### src/verilog/crt_cfg.svh
// Purpose: Offsets, field positions, reset values and codes of the
//          clock reference and receive termination register bank.
// Assumes: 32-bit AXI4-Lite data, one aligned word per register.
// Notes:   Included by its bare name; definitions only.
`ifndef CRT_CFG_SVH
`define CRT_CFG_SVH

`define CRT_NUM_CH 14
`define CRT_ADDR_W 8

// Register byte addresses
`define CRT_ADDR_GCTRL 8'h00
`define CRT_ADDR_GSTAT 8'h04
`define CRT_SEG_CHCFG 2'h1
`define CRT_SEG_CHLOSS 2'h2

// Global control fields
`define CRT_GC_REFSEL_LSB 0
`define CRT_GC_GATE_DIS_BIT 4
`define CRT_GC_PIN_OVR_BIT 5
`define CRT_GC_TERSEL_LSB 6
`define CRT_GC_FAMILY_BIT 8
`define CRT_GC_W 9
`define CRT_GC_RESET 9'h000

// Global status fields
`define CRT_GS_T1_ON_BIT 0
`define CRT_GS_E1_ON_BIT 1
`define CRT_GS_8K_ON_BIT 2

// Channel configuration fields
`define CRT_CC_TERM_EN_BIT 0
`define CRT_CC_EXTRES_LSB 1
`define CRT_CC_EQ_LSB 3
`define CRT_CC_EQ_E1_BIT 6
`define CRT_CC_W 7
`define CRT_CC_RESET 7'h00

`define CRT_LOSS_W 6

// AXI responses
`define CRT_RESP_OKAY 2'h0
`define CRT_RESP_SLVERR 2'h2

// Reference frequencies in kHz
`define CRT_FREQ_W 15
`define CRT_KHZ_2048 15'h0800
`define CRT_KHZ_1544 15'h0608
`define CRT_KHZ_8 15'h0008
`define CRT_KHZ_16 15'h0010
`define CRT_KHZ_56 15'h0038
`define CRT_KHZ_64 15'h0040
`define CRT_KHZ_128 15'h0080
`define CRT_KHZ_256 15'h0100
`define CRT_KHZ_4096 15'h1000
`define CRT_KHZ_3088 15'h0c10
`define CRT_KHZ_8192 15'h2000
`define CRT_KHZ_6176 15'h1820
`define CRT_KHZ_16384 15'h4000
`define CRT_KHZ_12352 15'h3040

`endif

### src/verilog/crt_pkg.sv
// Purpose: Shared types of the clock reference and termination bank.
// Assumes: Field widths as in crt_cfg.svh.
// Notes:   Types only; numbers live in the header.
`include "crt_cfg.svh"
package crt_pkg;
    typedef logic [3:0] crt_refsel_t;
    typedef logic [1:0] crt_tersel_t;
    typedef logic [1:0] crt_extres_t;
    typedef logic [`CRT_LOSS_W-1:0] crt_loss_t;
    typedef logic [`CRT_FREQ_W-1:0] crt_freq_t;
    typedef logic [`CRT_CC_W-1:0] crt_chcfg_t;
endpackage : crt_pkg

### src/verilog/crt_chan_if.sv
// Purpose: Link between the bank top and one channel's settings.
// Assumes: One write at a time from the top.
// Notes:   ctl is the top's view, chan the channel's.
`include "crt_cfg.svh"
interface crt_chan_if;
    logic wr;
    logic [`CRT_CC_W-1:0] wdata;
    logic pin_ovr;
    logic pin_term;
    logic [`CRT_CC_W-1:0] cfg;
    logic term_on;
    logic is_e1;
    modport ctl (output wr, output wdata, output pin_ovr,
        output pin_term, input cfg, input term_on, input is_e1);
    modport chan (input wr, input wdata, input pin_ovr,
        input pin_term, output cfg, output term_on, output is_e1);
endinterface : crt_chan_if

### src/verilog/crt_chan.sv
// Purpose: One channel's configuration register and termination control.
// Assumes: pin_term already synchronised to CLOCK.
// Notes:   Each channel holds its own configuration copy; only wdata, pin_ovr and pin_term are shared.
`include "crt_cfg.svh"
module crt_chan
    import crt_pkg::*;
(
    input wire logic clk,
    input wire logic rst,
    crt_chan_if.chan bus
);
    crt_chcfg_t cfg_ff;
    crt_chcfg_t nxt_cfg;
    logic term_on_ff;
    logic is_e1_ff;
    logic nxt_term_on;

    // Only this channel's strobe updates it
    assign nxt_cfg = bus.wr ? bus.wdata : cfg_ff;
    // Pin wins while override is set, else channel bit
    assign nxt_term_on = bus.pin_ovr ? bus.pin_term :
        cfg_ff[`CRT_CC_TERM_EN_BIT];

    always_ff @(posedge clk) begin
        if (rst) begin
            cfg_ff <= `CRT_CC_RESET;
            term_on_ff <= 1'b0;
            is_e1_ff <= 1'b0;
        end else begin
            cfg_ff <= nxt_cfg;
            term_on_ff <= nxt_term_on;
            is_e1_ff <= cfg_ff[`CRT_CC_EQ_E1_BIT];
        end
    end

    assign bus.cfg = cfg_ff;
    assign bus.term_on = term_on_ff;
    assign bus.is_e1 = is_e1_ff;
endmodule : crt_chan

### src/verilog/crt_top.sv
// Purpose: AXI4-Lite register bank for synthesizer reference selection,
//          single-rate clock gating and per-channel receive termination.
// Assumes: CLOCK 20 MHz, RST synchronous active high; pins asynchronous.
// Notes:   Analog blocks consume the outputs; this is control only.
`include "crt_cfg.svh"
module crt_top
    import crt_pkg::*;
#(
    parameter int NUM_CH = `CRT_NUM_CH
)
(
    input wire logic CLOCK,
    input wire logic RST,
    input wire logic [`CRT_ADDR_W-1:0] S_AXI_AWADDR,
    input wire logic [2:0] S_AXI_AWPROT,
    input wire logic S_AXI_AWVALID,
    output logic S_AXI_AWREADY,
    input wire logic [31:0] S_AXI_WDATA,
    input wire logic [3:0] S_AXI_WSTRB,
    input wire logic S_AXI_WVALID,
    output logic S_AXI_WREADY,
    output logic [1:0] S_AXI_BRESP,
    output logic S_AXI_BVALID,
    input wire logic S_AXI_BREADY,
    input wire logic [`CRT_ADDR_W-1:0] S_AXI_ARADDR,
    input wire logic [2:0] S_AXI_ARPROT,
    input wire logic S_AXI_ARVALID,
    output logic S_AXI_ARREADY,
    output logic [31:0] S_AXI_RDATA,
    output logic [1:0] S_AXI_RRESP,
    output logic S_AXI_RVALID,
    input wire logic S_AXI_RREADY,
    input wire logic RX_TERM_PIN,
    input wire logic [NUM_CH*`CRT_LOSS_W-1:0] CABLE_LOSS,
    output logic [3:0] REF_CLOCK_SELECT,
    output logic [`CRT_FREQ_W-1:0] REF_FREQ_KHZ,
    output logic [NUM_CH-1:0] T1_REF_EN,
    output logic [NUM_CH-1:0] E1_REF_EN,
    output logic REF_8K_EN,
    output logic [1:0] TERMINATION_IMPEDANCE_SELECT,
    output logic [NUM_CH-1:0] RX_TERM_ON,
    output logic [NUM_CH-1:0] CHAN_IS_E1,
    output logic [NUM_CH*2-1:0] EXTERNAL_RESISTOR_SELECT
);
    localparam int LW = `CRT_LOSS_W;

    function automatic crt_freq_t ref_khz(input crt_refsel_t sel);
        crt_freq_t f;
        f = `CRT_KHZ_2048;
        case (sel)
            4'h0, 4'he: f = `CRT_KHZ_2048;
            4'h1, 4'hf: f = `CRT_KHZ_1544;
            4'h2: f = `CRT_KHZ_8;
            4'h3: f = `CRT_KHZ_16;
            4'h4: f = `CRT_KHZ_56;
            4'h5: f = `CRT_KHZ_64;
            4'h6: f = `CRT_KHZ_128;
            4'h7: f = `CRT_KHZ_256;
            4'h8: f = `CRT_KHZ_4096;
            4'h9: f = `CRT_KHZ_3088;
            4'ha: f = `CRT_KHZ_8192;
            4'hb: f = `CRT_KHZ_6176;
            4'hc: f = `CRT_KHZ_16384;
            default: f = `CRT_KHZ_12352;
        endcase
        return f;
    endfunction : ref_khz

    // Pin synchronisers
    logic pin_meta_ff;
    logic pin_sync_ff;
    logic [NUM_CH*LW-1:0] loss_meta_ff;
    logic [NUM_CH*LW-1:0] loss_sync_ff;

    always_ff @(posedge CLOCK) begin
        if (RST) begin
            pin_meta_ff <= 1'b0;
            pin_sync_ff <= 1'b0;
            loss_meta_ff <= '0;
            loss_sync_ff <= '0;
        end else begin
            pin_meta_ff <= RX_TERM_PIN;
            pin_sync_ff <= pin_meta_ff;
            loss_meta_ff <= CABLE_LOSS;
            loss_sync_ff <= loss_meta_ff;
        end
    end

    // A channel's loss word is taken only when two samples in a row
    // agree, so a word caught mid-change never reaches the read path
    logic [NUM_CH*LW-1:0] loss_last_ff;
    logic [NUM_CH*LW-1:0] loss_ff;
    logic [NUM_CH-1:0] loss_steady;

    genvar gl;
    generate
        for (gl = 0; gl < NUM_CH; gl++) begin : g_loss
            assign loss_steady[gl] =
                loss_sync_ff[gl*LW +: LW] == loss_last_ff[gl*LW +: LW];
        end
    endgenerate

    always_ff @(posedge CLOCK) begin
        if (RST) begin
            loss_last_ff <= '0;
            loss_ff <= '0;
        end else begin
            loss_last_ff <= loss_sync_ff;
            for (int n = 0; n < NUM_CH; n++) begin
                if (loss_steady[n]) begin
                    loss_ff[n*LW +: LW] <= loss_sync_ff[n*LW +: LW];
                end
            end
        end
    end

    // Write channel: address and data taken in either order
    logic aw_held_ff;
    logic w_held_ff;
    logic [`CRT_ADDR_W-1:0] awaddr_ff;
    logic [31:0] wdata_ff;
    logic [3:0] wstrb_ff;
    logic bvalid_ff;
    logic [1:0] bresp_ff;
    logic awready_ff;
    logic wready_ff;
    logic nxt_aw_held;
    logic nxt_w_held;
    logic nxt_bvalid;

    wire aw_take = S_AXI_AWVALID && awready_ff;
    wire w_take = S_AXI_WVALID && wready_ff;
    wire wr_fire = aw_held_ff && w_held_ff && !bvalid_ff;

    // Readies are registered inverses of what the holds and bvalid will be next
    assign nxt_aw_held = !wr_fire && (aw_take || aw_held_ff);
    assign nxt_w_held = !wr_fire && (w_take || w_held_ff);
    assign nxt_bvalid = wr_fire || (bvalid_ff && !S_AXI_BREADY);

    wire [1:0] wr_seg = awaddr_ff[7:6];
    wire [3:0] wr_idx = awaddr_ff[5:2];
    wire wr_aligned = awaddr_ff[1:0] == 2'h0;
    wire wr_idx_ok = 32'(wr_idx) < NUM_CH;
    wire wr_gctrl = wr_aligned && awaddr_ff == `CRT_ADDR_GCTRL;
    wire wr_gstat = wr_aligned && awaddr_ff == `CRT_ADDR_GSTAT;
    wire wr_chcfg = wr_aligned && wr_seg == `CRT_SEG_CHCFG && wr_idx_ok;
    wire wr_chloss = wr_aligned && wr_seg == `CRT_SEG_CHLOSS && wr_idx_ok;
    wire wr_mapped = wr_gctrl || wr_gstat || wr_chcfg || wr_chloss;

    always_ff @(posedge CLOCK) begin
        if (RST) begin
            aw_held_ff <= 1'b0;
            w_held_ff <= 1'b0;
            awaddr_ff <= '0;
            wdata_ff <= '0;
            wstrb_ff <= '0;
            bvalid_ff <= 1'b0;
            bresp_ff <= `CRT_RESP_OKAY;
            awready_ff <= 1'b0;
            wready_ff <= 1'b0;
        end else begin
            awready_ff <= !nxt_aw_held && !nxt_bvalid;
            wready_ff <= !nxt_w_held && !nxt_bvalid;
            if (aw_take) begin
                aw_held_ff <= 1'b1;
                awaddr_ff <= S_AXI_AWADDR;
            end
            if (w_take) begin
                w_held_ff <= 1'b1;
                wdata_ff <= S_AXI_WDATA;
                wstrb_ff <= S_AXI_WSTRB;
            end
            if (wr_fire) begin
                aw_held_ff <= 1'b0;
                w_held_ff <= 1'b0;
                bvalid_ff <= 1'b1;
                bresp_ff <= wr_mapped ? `CRT_RESP_OKAY : `CRT_RESP_SLVERR;
            end else if (bvalid_ff && S_AXI_BREADY) begin
                bvalid_ff <= 1'b0;
            end
        end
    end

    // Global control register, byte lanes honoured
    logic [`CRT_GC_W-1:0] gctrl_ff;
    logic [`CRT_GC_W-1:0] nxt_gctrl;
    assign nxt_gctrl = {
        (wr_fire && wr_gctrl && wstrb_ff[1]) ? wdata_ff[8] : gctrl_ff[8],
        (wr_fire && wr_gctrl && wstrb_ff[0]) ? wdata_ff[7:0] : gctrl_ff[7:0]
    };

    always_ff @(posedge CLOCK) begin
        if (RST) begin
            gctrl_ff <= `CRT_GC_RESET;
        end else begin
            gctrl_ff <= nxt_gctrl;
        end
    end

    wire crt_refsel_t refsel = gctrl_ff[`CRT_GC_REFSEL_LSB +: 4];
    wire gate_on = !gctrl_ff[`CRT_GC_GATE_DIS_BIT];
    wire family_e1 = gctrl_ff[`CRT_GC_FAMILY_BIT];
    wire pin_ovr = gctrl_ff[`CRT_GC_PIN_OVR_BIT];
    wire crt_tersel_t tersel = gctrl_ff[`CRT_GC_TERSEL_LSB +: 2];

    // Gating of the two reference families and the 8 kHz output
    wire t1_on = !gate_on || !family_e1;
    wire e1_on = !gate_on || family_e1;
    wire k8_on = !gate_on || family_e1;

    // Channel instances
    logic [NUM_CH-1:0] ch_term_on;
    logic [NUM_CH-1:0] ch_is_e1;
    logic [NUM_CH*2-1:0] ch_extres;
    logic [31:0] ch_cfg_word [NUM_CH];

    genvar gi;
    generate
        for (gi = 0; gi < NUM_CH; gi++) begin : g_ch
            crt_chan_if cif ();
            assign cif.wr = wr_fire && wr_chcfg && wstrb_ff[0] &&
                32'(wr_idx) == gi;
            assign cif.wdata = wdata_ff[`CRT_CC_W-1:0];
            assign cif.pin_ovr = pin_ovr;
            assign cif.pin_term = pin_sync_ff;
            assign ch_term_on[gi] = cif.term_on;
            assign ch_is_e1[gi] = cif.is_e1;
            assign ch_extres[gi*2 +: 2] =
                cif.cfg[`CRT_CC_EXTRES_LSB +: 2];
            assign ch_cfg_word[gi] = {{(32-`CRT_CC_W){1'b0}}, cif.cfg};
            crt_chan u_chan (
                .clk(CLOCK),
                .rst(RST),
                .bus(cif.chan)
            );
        end
    endgenerate

    // Read channel
    logic arready_ff;
    logic rvalid_ff;
    logic [31:0] rdata_ff;
    logic [1:0] rresp_ff;
    logic nxt_rvalid;

    wire ar_take = S_AXI_ARVALID && arready_ff;
    assign nxt_rvalid = ar_take || (rvalid_ff && !S_AXI_RREADY);
    wire [1:0] rd_seg = S_AXI_ARADDR[7:6];
    wire [3:0] rd_idx = S_AXI_ARADDR[5:2];
    wire rd_aligned = S_AXI_ARADDR[1:0] == 2'h0;
    wire rd_idx_ok = 32'(rd_idx) < NUM_CH;
    wire rd_gctrl = rd_aligned && S_AXI_ARADDR == `CRT_ADDR_GCTRL;
    wire rd_gstat = rd_aligned && S_AXI_ARADDR == `CRT_ADDR_GSTAT;
    wire rd_chcfg = rd_aligned && rd_seg == `CRT_SEG_CHCFG && rd_idx_ok;
    wire rd_chloss = rd_aligned && rd_seg == `CRT_SEG_CHLOSS && rd_idx_ok;
    wire [3:0] rd_sel = rd_idx_ok ? rd_idx : 4'h0;
    wire crt_loss_t rd_loss = loss_ff[32'(rd_sel)*LW +: LW];
    wire [31:0] gstat_word = {29'h0, k8_on, e1_on, t1_on};
    wire [31:0] rd_word =
        rd_gctrl ? {{(32-`CRT_GC_W){1'b0}}, gctrl_ff} :
        rd_gstat ? gstat_word :
        rd_chcfg ? ch_cfg_word[rd_sel] :
        rd_chloss ? {{(32-LW){1'b0}}, rd_loss} : 32'h0;
    wire rd_mapped = rd_gctrl || rd_gstat || rd_chcfg || rd_chloss;

    always_ff @(posedge CLOCK) begin
        if (RST) begin
            rvalid_ff <= 1'b0;
            rdata_ff <= '0;
            rresp_ff <= `CRT_RESP_OKAY;
            arready_ff <= 1'b0;
        end else begin
            arready_ff <= !nxt_rvalid;
            if (ar_take) begin
                rvalid_ff <= 1'b1;
                rdata_ff <= rd_word;
                rresp_ff <= rd_mapped ? `CRT_RESP_OKAY : `CRT_RESP_SLVERR;
            end else if (rvalid_ff && S_AXI_RREADY) begin
                rvalid_ff <= 1'b0;
            end
        end
    end

    // Registered outputs
    always_ff @(posedge CLOCK) begin
        if (RST) begin
            REF_CLOCK_SELECT <= '0;
            REF_FREQ_KHZ <= `CRT_KHZ_2048;
            T1_REF_EN <= '0;
            E1_REF_EN <= '0;
            REF_8K_EN <= 1'b0;
            TERMINATION_IMPEDANCE_SELECT <= '0;
            RX_TERM_ON <= '0;
            CHAN_IS_E1 <= '0;
            EXTERNAL_RESISTOR_SELECT <= '0;
        end else begin
            REF_CLOCK_SELECT <= refsel;
            REF_FREQ_KHZ <= ref_khz(refsel);
            T1_REF_EN <= {NUM_CH{t1_on}};
            E1_REF_EN <= {NUM_CH{e1_on}};
            REF_8K_EN <= k8_on;
            TERMINATION_IMPEDANCE_SELECT <= tersel;
            RX_TERM_ON <= ch_term_on;
            CHAN_IS_E1 <= ch_is_e1;
            EXTERNAL_RESISTOR_SELECT <= ch_extres;
        end
    end

    assign S_AXI_AWREADY = awready_ff;
    assign S_AXI_WREADY = wready_ff;
    assign S_AXI_BVALID = bvalid_ff;
    assign S_AXI_BRESP = bresp_ff;
    assign S_AXI_ARREADY = arready_ff;
    assign S_AXI_RVALID = rvalid_ff;
    assign S_AXI_RDATA = rdata_ff;
    assign S_AXI_RRESP = rresp_ff;
endmodule : crt_top

### config.mk
export PLATFORM = sky130hd
export DESIGN_NAME = crt_top
export DESIGN_NICKNAME = d
export VERILOG_FILES = /design/src/verilog/crt_pkg.sv /design/src/verilog/crt_chan_if.sv /design/src/verilog/crt_chan.sv /design/src/verilog/crt_top.sv
export VERILOG_INCLUDE_DIRS = /design/src /design/src/verilog
export SDC_FILE = /design/constraint.sdc
export NUM_CORES = 1
export LEC_CHECK = 0
export BUFFER_PORTS_ARGS = -buffer_cell sky130_fd_sc_hd__buf_2
export CAP_MARGIN = 20
export CELL_PAD_IN_SITES_DETAIL_PLACEMENT = 1
export CELL_PAD_IN_SITES_GLOBAL_PLACEMENT = 1
export CORE_AREA = 2 2 270 272
export DETAILED_ROUTE_END_ITERATION = 12
export DIE_AREA = 0 0 272 274
export GPL_TIMING_DRIVEN = 0
export PLACE_DENSITY = 0.68
export RECOVER_POWER = 50
export SYNTH_ARGS = -nofsm -noshare
export SYNTH_HDL_FRONTEND = slang
export SYNTH_SLANG_ARGS = --single-unit
### constraint.sdc
create_clock -name CLOCK -period 3.5 [get_ports CLOCK]
set_input_delay 0.35 -clock CLOCK [delete_from_list [all_inputs] [get_ports CLOCK]]
set_output_delay 0.35 -clock CLOCK [all_outputs]
set_load 0.02 [all_outputs]
==> results of run 1 <==
worst register-to-register path, cell delays in order, from the launching register on:
cell and delay (ps):
dfxtp_1 300, buf_2 200, nor2_1 650, and4_1 340, nand2_1 460, mux2i_1 340
nor2_1 60
kinds of logic (layout without fill, tap and decap cells):
group / count (synthesis) / count (layout) / share of synthesized area [%]
flip-flops: 586 / 586 / 55.2
AO/OA/AOI/OAI: 262 / 262 / 7.43
XOR/XNOR: 84 / 84 / 3.46
AND/OR/NAND/NOR: 760 / 760 / 19.1
buffers and inverters: 196 / 647 / 4.88
adder cells (fa/ha/maj): 4 / 4 / 0.236
other: 1 / 28 / 0.0177
multiplexers: 196 / 196 / 9.66
layer usage:
metal / wire, um / vias to the layer above
met5: 16 / -
met4: 2680 / 4
met3: 3260 / 134
met2: 36100 / 422
met1: 31100 / 7970
li1: - / 7735
cell usage after synthesis (3+ instances only):
master     number  area share (%)
a211o_1         3            0.12
a211oi_1        8            0.28
a21oi_1       116             2.7
a221o_1         4            0.19
a221oi_1       11            0.45
a31oi_1         5            0.15
a32oi_1         4            0.16
and2_1          6            0.18
and4_1          4            0.16
buf_1           3           0.053
buf_2          15            0.35
buf_4          59             2.1
buf_6           8            0.42
clkbuf_1       93             1.6
dfxtp_1       586              55
ha_1            4            0.24
inv_1          17            0.30
mux2_2         23             1.2
mux2i_1       168             7.9
mux4_2          5            0.53
nand2_1       122             2.2
nand2b_1       20            0.59
nand3_1        29            0.68
nand3b_1        8            0.28
nor2_1        181             3.2
nor2_2          3           0.088
nor2b_1       337             9.9
nor3_1         17            0.40
nor4_1         18            0.53
o211ai_1        5            0.18
o21ai_0        66             1.6
o221ai_1        4            0.16
o22ai_1         7            0.21
o2bb2ai_1       8            0.33
xnor2_1        28             1.2
xor2_1         56             2.3
sequential cells by signal, indices dropped and copies added, names as in the netlist, 12 cells and up:
| name | count |
|---|---|
| EXTERNAL_RESISTOR_SELECT | 28 |
| loss_ff | 84 |
| loss_last_ff | 84 |
| RX_TERM_ON | 14 |
| g_ch.u_chan.bus.term_on | 14 |
| g_ch.u_chan.bus.cfg | 98 |
| loss_meta_ff | 84 |
| REF_FREQ_KHZ | 12 |
| CHAN_IS_E1 | 14 |
| g_ch.u_chan.bus.is_e1 | 14 |
| loss_sync_ff | 84 |
final cells by class:
class / instances / area (um^2) / share of cell area, %
inverter: 17 / 63.8 / 0.236
buffer: 179 / 973 / 3.61
clock buffer: 93 / 2010 / 7.44
multi-input combinational: 1334 / 8580 / 31.8
clock inverter: 27 / 394 / 1.46
tap: 959 / 1200 / 4.45
timing repair buffer: 331 / 2040 / 7.57
sequential: 586 / 11700 / 43.5
power groups by stage:
stage | logic, mW | registers, mW | clock network, mW
floorplan | 0.645 | 7.07 | 0
global placement | 0.987 | 7.10 | 0
detailed placement | 1.01 | 7.11 | 0
CTS | 1.10 | 6.96 | 7.69
global route | 1.18 | 6.98 | 7.99
finish | 1.09 | 6.96 | 7.52
worst max-delay path by stage:
stage,slack (ps),depth (start not counted),end
4_1_cts,1010,6,gctrl_ff[3]$_SDFFE_PP0P_
6_report,990,6,gctrl_ff[3]$_SDFFE_PP0P_
5_1_grt,910,6,g_ch[5].u_chan.bus.cfg[2]$_SDFFE_PP0P_
3_5_place_dp,540,5,REF_FREQ_KHZ[5]$_SDFF_PP0_
2_1_floorplan,1660,7,g_ch[1].u_chan.bus.cfg[0]$_SDFFE_PP0P_
3_3_place_gp,490,5,REF_FREQ_KHZ[5]$_SDFF_PP0_
per-stage QoR:
stage	setup WS (ps)	instances
after floorplan	1660	2116
after global placement	492	3308
after detailed placement	536	3310
after CTS	1010	3525
after global routing	907	3526
final	991	3526
what timing repair did:
item | 4_1_cts | 5_1_grt
endpoints found under the hold margin | 95 | 0
gates resized for setup | 0 | 0
hold buffers | 95 | 0
==> reports/results.txt, run 1 <==
Slew Limit Fails: 11
Crit path from: awaddr_ff[4]$_SDFFE_PP0P_
P_int: 12.0 mW
Initial antenna violation count: 2
Hold Slack: 22.7 ps
R2r startpoint: awaddr_ff[4]$_SDFFE_PP0P_
IO Port Bufs: 233
Fill cells: 8110
Nets@finish: 2669
Post-Syn Area: 21200 um^2
Initial core utilization: 29.5%
Routability cong.: 0.918
Hold path start: S_AXI_WDATA[2]
CTS tree: yes
Post-Syn Instances: 2089
R2R depth: 6
Ys Warns: 0
Reg2reg end: gctrl_ff[3]$_SDFFE_PP0P_
# IOs: 297
Register-to-register setup slack: 990 ps
Number of flops mapped to enable cells by yosys: 0
Hold Path Depth: 3
Gr usage total: 19.3%
Vias in the first global route: 17107
Clock-pin slew on the worst setup and hold paths: 60 ps
Register area share after synthesis: 55.2%
TritonRoute pass-1 iters: 5
Worst Setup Start Kind: register
Placement Cell Area: 23700 um^2
Met1 GRT Util: 22.9%
Util after Layout: 37.5%
Tot Pwr: 15.6 mW
H-Tree Level Count: 3
Inserted Clock Buffers: 66
Max-cap violations: 1
Endpoint of the worst hold path: wdata_ff[2]$_SDFFE_PP0P_
M2 GR Usage: 34.4%
Total setup buffers inserted after CTS: 0
Sw Ratio: 23.0%
Worst Path Max Fanout: 10
Worst path buffer plus inverter count: 1
Slew HR: -5.15%
P&R area growth vs syn: 27.1%
Cell variety after synth: 64
Most frequent CP cell: nor2_1
Placeable Area: 72000 um^2
Unrepaired setup endpoints after global routing: no
Dominant synthesized flop cell: dfxtp_1
Chip Height: 274 um
Worst path cell trace: buf_2, nor2_1, and4_1, nand2_1, mux2i_1, nor2_1
Setup violators final: 0
Critical Path RT: 3940 ps
Hold Path Class: input port to register
Vias: 16265
Switching Power: 3.59 mW
Worst Max-Slew Pin Slew: 1580 ps
# rows: 99
Syn Area/Cell: 10.2 um^2
Critical path class: register to register
Crit-path slowest cell: nor2_1
Failing checks: max-capacitance violations, max-slew violations
Die width: 272 um
Outcome: finished, violations left
Residual DRC: 0
Worst path max stage delay: 650 ps
Later-pin clock latency in the skew report: 610 ps
Drt wl/cell: 20.7 um
Grt peak-use layer: met2
Max IR drop VDD: 0.303 mV
ANT cells: 0
Cell area after layout: 27000 um^2
Ratio of cells with drive above 1 in the final layout: 15.5%
Pleak: 11.2 nW
DP HPWL: 54500 um
Fin crit period: 2510 ps
Most frequent cells in the layout: 586 x dfxtp_1, 337 x nor2b_1, 181 x nor2_1
Yosys reg bits: 586
Proportion of power drawn by the clock network: 48.3%
M3 GR Usage: 3.33%
Sink Count: 586
WL final: 73200 um
FFs w/ async S/R, synth: 0%
Comb pwr share: 7.0%
Delay-heaviest family, CP: simple AND/OR/NAND/NOR gates
Post-route ant nets: 0
Post-Route Skew: 29.5 ps
Total Die Area: 74500 um^2
Critical Path Sink Type: register
First-pass GRT wire length: 107000 um
Longest Clk Path Bufs: 3
Starting DRT DRC Count: 802
Setup TNS: 0 ps
Pwr Density: 577 nW/um^2
Highest Clock Rate: 399 MHz
Reg power frac: 44.7%
Mean number of vias per cell: 4.61
Largest net degree at the start of global routing: 16
Endpoints failing hold: 0
Final period utilization: 71.7%
WP data arrival: 2950 ps
Clk Tree Root Cell: clkbuf_16
Total congestion overflow: 0
Commonest non-fill, non-tap cell in the layout: dfxtp_1
Power figures use the tool's default switching activity.
==> inputs of run 2 (changes only) <==
--- a/config.mk
+++ b/config.mk
@@ -14,7 +14,7 @@
 export DETAILED_ROUTE_END_ITERATION = 12
 export DIE_AREA = 0 0 272 274
 export GPL_TIMING_DRIVEN = 0
-export PLACE_DENSITY = 0.68
+export PLACE_DENSITY = 0.7
 export RECOVER_POWER = 50
 export SYNTH_ARGS = -nofsm -noshare
 export SYNTH_HDL_FRONTEND = slang
==> constraint.sdc (replaced) <==
create_clock -name CLOCK -period 2.04 [get_ports CLOCK]
set_input_delay 0.204 -clock CLOCK [delete_from_list [all_inputs] [get_ports CLOCK]]
set_output_delay 0.204 -clock CLOCK [all_outputs]
set_load 0.02 [all_outputs]
==> reports/results.txt, run 2 (synthesized netlist as in run 1, its figures left out) <==
Highest Clock Rate: 488 MHz
Max-cap violations: 0 (was 1)
Drt wl/cell: 20.5 um (was 20.7 um)
Die width: 272 um (unchanged)
Sequential cell area: 11700 um^2 (about the same)
Starting DRT DRC Count: 673 (was 802)
H-Tree Level Count: 2 (was 3)
Longest Clk Path Bufs: 3 (unchanged)
Gr usage total: 19.1% (was 19.3%)
Max IR drop VDD: 0.642 mV (was 0.303 mV)
Area of the multi-input gates: 8650 um^2 (was 8580 um^2)
Post-route ant nets: 0 (unchanged)
Place WS: -787 ps (was 536 ps)
Total congestion overflow: 0 (unchanged)
R2r startpoint: gctrl_ff[8]$_SDFFE_PP0P_ (was awaddr_ff[4]$_SDFFE_PP0P_)
TritonRoute pass-1 iters: 5 (unchanged)
Clock-pin slew on the worst setup and hold paths: 60 ps (about the same)
IO Port Bufs: 233 (unchanged)
R2R depth: 6 (unchanged)
Initial antenna violation count: 7 (was 2)
P&R area growth vs syn: 26.9% (was 27.1%)
Endpoint of the worst hold path: REF_CLOCK_SELECT[3]$_SDFF_PP0_ (was wdata_ff[2]$_SDFFE_PP0P_)
Later-pin clock latency in the skew report: 620 ps (was 610 ps)
WP data arrival: 2550 ps (was 2950 ps)
Worst path buffer plus inverter count: 5 (was 1)
Largest register FFs: 98 (unchanged)
Crit-path slowest cell: clkbuf_1 (was nor2_1)
Post-Route Skew: 12.9 ps (was 29.5 ps)
Setup ws final: -8.28 ps (was 991 ps)
Hold Path Depth: 3 (unchanged)
Vias: 16263 (was 16265)
DP HPWL: 53400 um (was 54500 um)
Endpoints failing hold: 0 (unchanged)
Delay-heaviest family, CP: buffers and inverters (was simple AND/OR/NAND/NOR gates)
CTS tree: yes (unchanged)
Inserted Clock Buffers: 59 (was 66)
Initial core utilization: 29.5% (unchanged)
Hold Slack: 65.4 ps (was 22.7 ps)
Outcome: finished, violations left (unchanged)
Worst path max stage delay: 680 ps (was 650 ps)
Critical Path RT: 2550 ps (was 3940 ps)
Critical Path Sink Type: register (unchanged)
First-pass GRT wire length: 106000 um (was 107000 um)
Nets@finish: 2689 (was 2669)
Slew HR: 12.3% (was -5.15%)
Largest net degree at the start of global routing: 16 (unchanged)
Total Die Area: 74500 um^2 (unchanged)
Worst path cell trace: clkbuf_1, clkbuf_1, clkbuf_1, clkbuf_1, a21oi_1, dlygate4sd3_1 (was buf_2, nor2_1, and4_1, nand2_1, mux2i_1, nor2_1)
Hold path start: RST (was S_AXI_WDATA[2])
Chip Height: 274 um (unchanged)
Unrepaired setup endpoints after global routing: yes (was no)
Worst Max-Slew Pin Slew: 1320 ps (was 1580 ps)
Register-to-register setup slack: 0 ps (was 990 ps)
Sink Count: 586 (unchanged)
Worst Path Max Fanout: 10 (unchanged)
# rows: 99 (unchanged)
Failing checks: negative setup slack (was max-capacitance violations, max-slew violations)
Hold Path Class: input port to register (unchanged)
Reg2reg end: S_AXI_RDATA[2]$_SDFFE_PP0P_ (was gctrl_ff[3]$_SDFFE_PP0P_)
Clk Tree Root Cell: clkbuf_16 (unchanged)
Slew Limit Fails: 0 (was 11)
Placeable Area: 72000 um^2 (unchanged)
WL final: 72600 um (was 73200 um)
Setup violators final: 1 (was 0)
Worst Setup Start Kind: input port (was register)
Ratio of cells with drive above 1 in the final layout: 17.2% (was 15.5%)
Critical path class: input port to register (was register to register)
Fill cells: 8154 (was 8110)
Mean number of vias per cell: 4.59 (was 4.61)
Residual DRC: 0 (unchanged)
Routability cong.: 0.908 (was 0.918)
Fin crit period: 2050 ps
Commonest non-fill, non-tap cell in the layout: dfxtp_1 (unchanged)
Final period utilization: 100%
Most frequent CP cell: clkbuf_1 (was nor2_1)
Pleak: 11.2 nW (about the same)
Most frequent cells in the layout: 581 x dfxtp_1, 337 x nor2b_1, 190 x buf_2 (was 586 x dfxtp_1, 337 x nor2b_1, 181 x nor2_1)
Vias in the first global route: 16942 (was 17107)
Pwr Density: 915 nW/um^2 (was 577 nW/um^2)
# IOs: 297 (unchanged)
run 2: cell types whose count changed in the layout (fill, tap and decap cells not counted), sizes merged:
cell / delta
dlygate4sd3: +14
clkbuf: -36
diode: +1
bufinv: -6
clkinvlp: -1
buf: +37
clkinv: +6
inv: +2
run 2: layout make-up:
cell class	count	area share [%]
well taps	959	4.45
inverters	17	0.237
diodes	1	0.00928
plain buffers	178	3.72
repair buffers	359	8.80
flip-flops and latches	586	43.5
multi-input cells	1334	32.1
clock inverters	28	0.960
clock buffers	81	6.23
run 2: what timing repair did:
action / CTS / global route
endpoints found under the setup margin: 104 / 88
hold buffers: 109 / 0
pin swaps: 6 / 9
setup buffers: 8 / 6
resized for setup: 17 / 31
endpoints found under the hold margin: 110 / 0
run 2: through the flow:
step	TNS, ps	std cells	cell area [um^2]	util (%)	power [mW]
after floorplan	0	2116	21300	-	13.2
after global placement	-144190	3308	23700	32.9	13.9
after detailed placement	-103200	3311	23800	33.0	13.9
after CTS	0	3537	26900	37.4	25.0
after global routing	-1630	3543	27000	37.5	25.6
final	-8.28	3543	27000	37.5	24.7
run 2: how the worst max path moves through the flow:
| stage | endpoint | cells past startpoint | slack [ps] | startpoint |
|---|---|---|---|---|
| after floorplan | g_ch[1].u_chan.bus.cfg[0]$_SDFFE_PP0P_ | 7 | 200 | S_AXI_BVALID$_SDFFE_PP0P_ |
| after global placement | REF_FREQ_KHZ[5]$_SDFF_PP0_ | 5 | -780 | RST |
| after detailed placement | gctrl_ff[1]$_SDFFE_PP0P_ | 5 | -790 | RST |
| after CTS | g_ch[5].u_chan.bus.cfg[2]$_SDFFE_PP0P_ | 6 | 20 | awaddr_ff[5]$_SDFFE_PP0P_ |
| after global routing | g_ch[1].u_chan.bus.cfg[3]$_SDFFE_PP0P_ | 8 | -120 | awaddr_ff[7]$_SDFFE_PP0P_ |
| final | wstrb_ff[1]$_SDFFE_PP0P_ | 6 | -8 | RST |
run 2: per-layer routing:
metal  vias to the layer above  part of all wire, %  GRT usage (%)
met5                         -                0.065              0
met1                      7931                   42           22.5
met4                         8                  3.6           7.43
li1                       7767                    -              -
met2                       433                   49           34.2
met3                       124                  5.1           3.45
run 2: power breakdown:
group / switching (mW) / internal (mW) / total [mW] / leakage [nW]
clock: 4.67 / 6.16 / 10.8 / 0.965
combinational: 1.09 / 0.806 / 1.90 / 5.48
sequential: 0.209 / 11.7 / 11.9 / 4.77
run 2: worst min-delay path, delay by kind of cell:
kind | cells | cell delay, ps
and+or+nand+nor | 1 | 230
buffers and inverters | 2 | 220
==> inputs of run 3 (changes only) <==
--- a/config.mk
+++ b/config.mk
@@ -11,6 +11,7 @@
 export CELL_PAD_IN_SITES_DETAIL_PLACEMENT = 1
 export CELL_PAD_IN_SITES_GLOBAL_PLACEMENT = 1
 export CORE_AREA = 2 2 270 272
+export CTS_BUF_LIST = sky130_fd_sc_hd__clkbuf_2
 export DETAILED_ROUTE_END_ITERATION = 12
 export DIE_AREA = 0 0 272 274
 export GPL_TIMING_DRIVEN = 0
==> reports/results.txt, run 3 (synthesized netlist as in run 1, its figures left out) <==
Comb pwr share: 10.6% (was 7.7%)
Switching Power: 6.45 mW (was 5.97 mW)
First-pass GRT wire length: 119000 um (was 106000 um)
Pleak: 12.8 nW (was 11.2 nW)
Worst path cell trace: dlygate4sd3_1, clkbuf_2, nor2b_1, dlygate4sd3_1, clkbuf_1, a221oi_1, a31o_2, a311o_1, a31oi_1 (was clkbuf_1, clkbuf_1, clkbuf_1, clkbuf_1, a21oi_1, dlygate4sd3_1)
WL final: 80300 um (was 72600 um)
Largest register FFs: 98 (unchanged)
Post-Route Skew: 105 ps (was 12.9 ps)
Max-cap violations: 0 (unchanged)
Critical path class: input port to register (unchanged)
H-Tree Level Count: 4 (was 2)
Sw Ratio: 28.6% (was 24.2%)
Reg power frac: 52.9% (was 48.4%)
Ratio of cells with drive above 1 in the final layout: 25.1% (was 17.2%)
P&R area growth vs syn: 40.8% (was 26.9%)
Hold Path Depth: 4 (was 3)
Final Non-Filler Cells: 3954 (was 3543)
Slew Limit Fails: 0 (unchanged)
Pwr Density: 754 nW/um^2 (was 915 nW/um^2)
# IOs: 297 (unchanged)
Gr usage total: 21.4% (was 19.1%)
Later-pin clock latency in the skew report: 1340 ps (was 620 ps)
Max IR drop VDD: 0.416 mV (was 0.642 mV)
Die width: 272 um (unchanged)
Most frequent cells in the layout: 489 x dfxtp_1, 346 x dlygate4sd3_1, 337 x nor2b_1 (was 581 x dfxtp_1, 337 x nor2b_1, 190 x buf_2)
Placed Cells: 3311 (unchanged)
Commonest non-fill, non-tap cell in the layout: dfxtp_1 (unchanged)
Delay-heaviest family, CP: buffers and inverters (unchanged)
Final period utilization: 116% (was 100%)
Worst Max-Slew Pin Slew: 1320 ps (about the same)
Routability cong.: 0.908 (unchanged)
Vias: 18023 (was 16263)
Fin crit period: 2370 ps (was 2050 ps)
Critical Path RT: 3170 ps (was 2550 ps)
CTS tree: yes (unchanged)
Drt wl/cell: 20.3 um (was 20.5 um)
Nets@finish: 3033 (was 2689)
TritonRoute pass-1 iters: 5 (unchanged)
Worst path buffer plus inverter count: 4 (was 5)
WP data arrival: 3500 ps (was 2550 ps)
Longest Clk Path Bufs: 3 (unchanged)
Inserted Clock Buffers: 152 (was 59)
Hold Path Class: input port to register (unchanged)
# rows: 99 (unchanged)
Placeable Area: 72000 um^2 (unchanged)
Chip Height: 274 um (unchanged)
Failing checks: negative setup slack (unchanged)
Clk Tree Root Cell: clkbuf_2 (was clkbuf_16)
Unrepaired setup endpoints after global routing: yes (unchanged)
Critical Path Sink Type: register (unchanged)
Endpoints failing hold: 0 (unchanged)
DP HPWL: 53400 um (unchanged)
Total Die Area: 74500 um^2 (unchanged)
Initial core utilization: 29.5% (unchanged)
Vias in the first global route: 19732 (was 16942)
Outcome: finished, violations left (unchanged)
Worst Path Max Fanout: 10 (unchanged)
Setup ws final: -334 ps (was -8.28 ps)
Crit-path slowest cell: clkbuf_1 (unchanged)
Slew HR: 11.7% (was 12.3%)
Highest Clock Rate: 421 MHz (was 488 MHz)
Clock-pin slew on the worst setup and hold paths: 100 ps (was 60 ps)
Worst path max stage delay: 620 ps (was 680 ps)
Sink Count: 586 (unchanged)
Setup violators final: 46 (was 1)
IO Port Bufs: 233 (unchanged)
Starting DRT DRC Count: 718 (was 673)
Mean number of vias per cell: 4.56 (was 4.59)
Largest net degree at the start of global routing: 17 (was 16)
Crit. path cell count: 9 (was 6)
Residual DRC: 0 (unchanged)
P_int: 16.1 mW (was 18.7 mW)
Total congestion overflow: 0 (unchanged)
Most frequent CP cell: dlygate4sd3_1 (was clkbuf_1)
Proportion of power drawn by the clock network: 36.5% (was 43.9%)
R2R depth: 8 (was 6)
Worst Setup Start Kind: input port (unchanged)
Initial antenna violation count: 9 (was 7)
Post-route ant nets: 0 (unchanged)
Hold Slack: 229 ps (was 65.4 ps)
==> run 3: changes by cell type in the layout (fill, tap and decap cells not counted), sizes merged <==
cell,delta
diode,+4
dlygate4sd3,+237
clkinvlp,+2
clkinv,+28
buf,+68
clkbuf,+74
inv,-2
==> run 3: worst reg2reg max path: stages (launching register included) <==
cell and delay [ps]:
dfxtp_2 360, nand3b_4 180, nor4_4 250, buf_4 190, nand3b_1 110, buf_6 160, or3_4 430, mux2i_2 200
nor2_1 60
==> run 3: area by class of cell <==
class,count,area (um^2)
clock buffers,209,1050
diodes,5,12.5
well taps,959,1200
repair buffers,612,5650
fillers,8171,42000
clock inverters,56,348
inverters,17,63.8
plain buffers,176,1040
flip-flops and latches,586,11900
multi-input cells,1334,8700
==> run 3: power by group through the flow <==
stage	clock network (mW)	registers, mW	logic (mW)
5_1_grt	9.22	12.0	2.55
4_1_cts	8.51	11.9	2.30
6_report	8.23	11.9	2.39
2_1_floorplan	0	12.1	1.11
3_5_place_dp	0	12.2	1.72
3_3_place_gp	0	12.2	1.68
==> run 3: per-layer routing <==
layer	up-vias	global-route usage (%)	wire (um)
li1	8542	-	-
met1	8825	24.2	32900
met2	498	38.4	40700
met3	152	4.92	3960
met4	6	9.18	2660
met5	-	0	28
==> run 3: path summary, 6_finish.rpt <==
check                                        startpoint                                      to  slack (ps)
setup / recovery                        S_AXI_ARADDR[4]             S_AXI_RDATA[3]$_SDFFE_PP0P_        -330
hold / removal                            CABLE_LOSS[0]              loss_meta_ff[0]$_SDFF_PP0_         230
setup reg to reg              S_AXI_BVALID$_SDFFE_PP0P_  g_ch[1].u_chan.bus.cfg[4]$_SDFFE_PP0P_         -20
hold reg to reg   g_ch[1].u_chan.bus.term_on$_SDFF_PP0_                RX_TERM_ON[1]$_SDFF_PP0_         410
==> run 3: through the flow <==
step                      util (%)  power [mW]  area [um^2]  TNS [ps]  setup slack (ps)
after floorplan                  -        13.2        21300         0               197
after global placement        32.9        13.9        23700   -144190              -776
after detailed placement      33.0        13.9        23800   -103200              -787
after CTS                     41.3        22.7        29700    -21900              -382
after global routing          41.6        23.7        29900    -17370              -335
final                         41.6        22.6        29900     -5880              -334
==> run 3: repair_timing <==
action	in CTS	in global routing
endpoints found under the setup margin	211	225
gates resized for setup	346	56
setup buffers	17	13
hold endpoints to repair	350	0
hold buffers	347	0
pin swaps	6	9
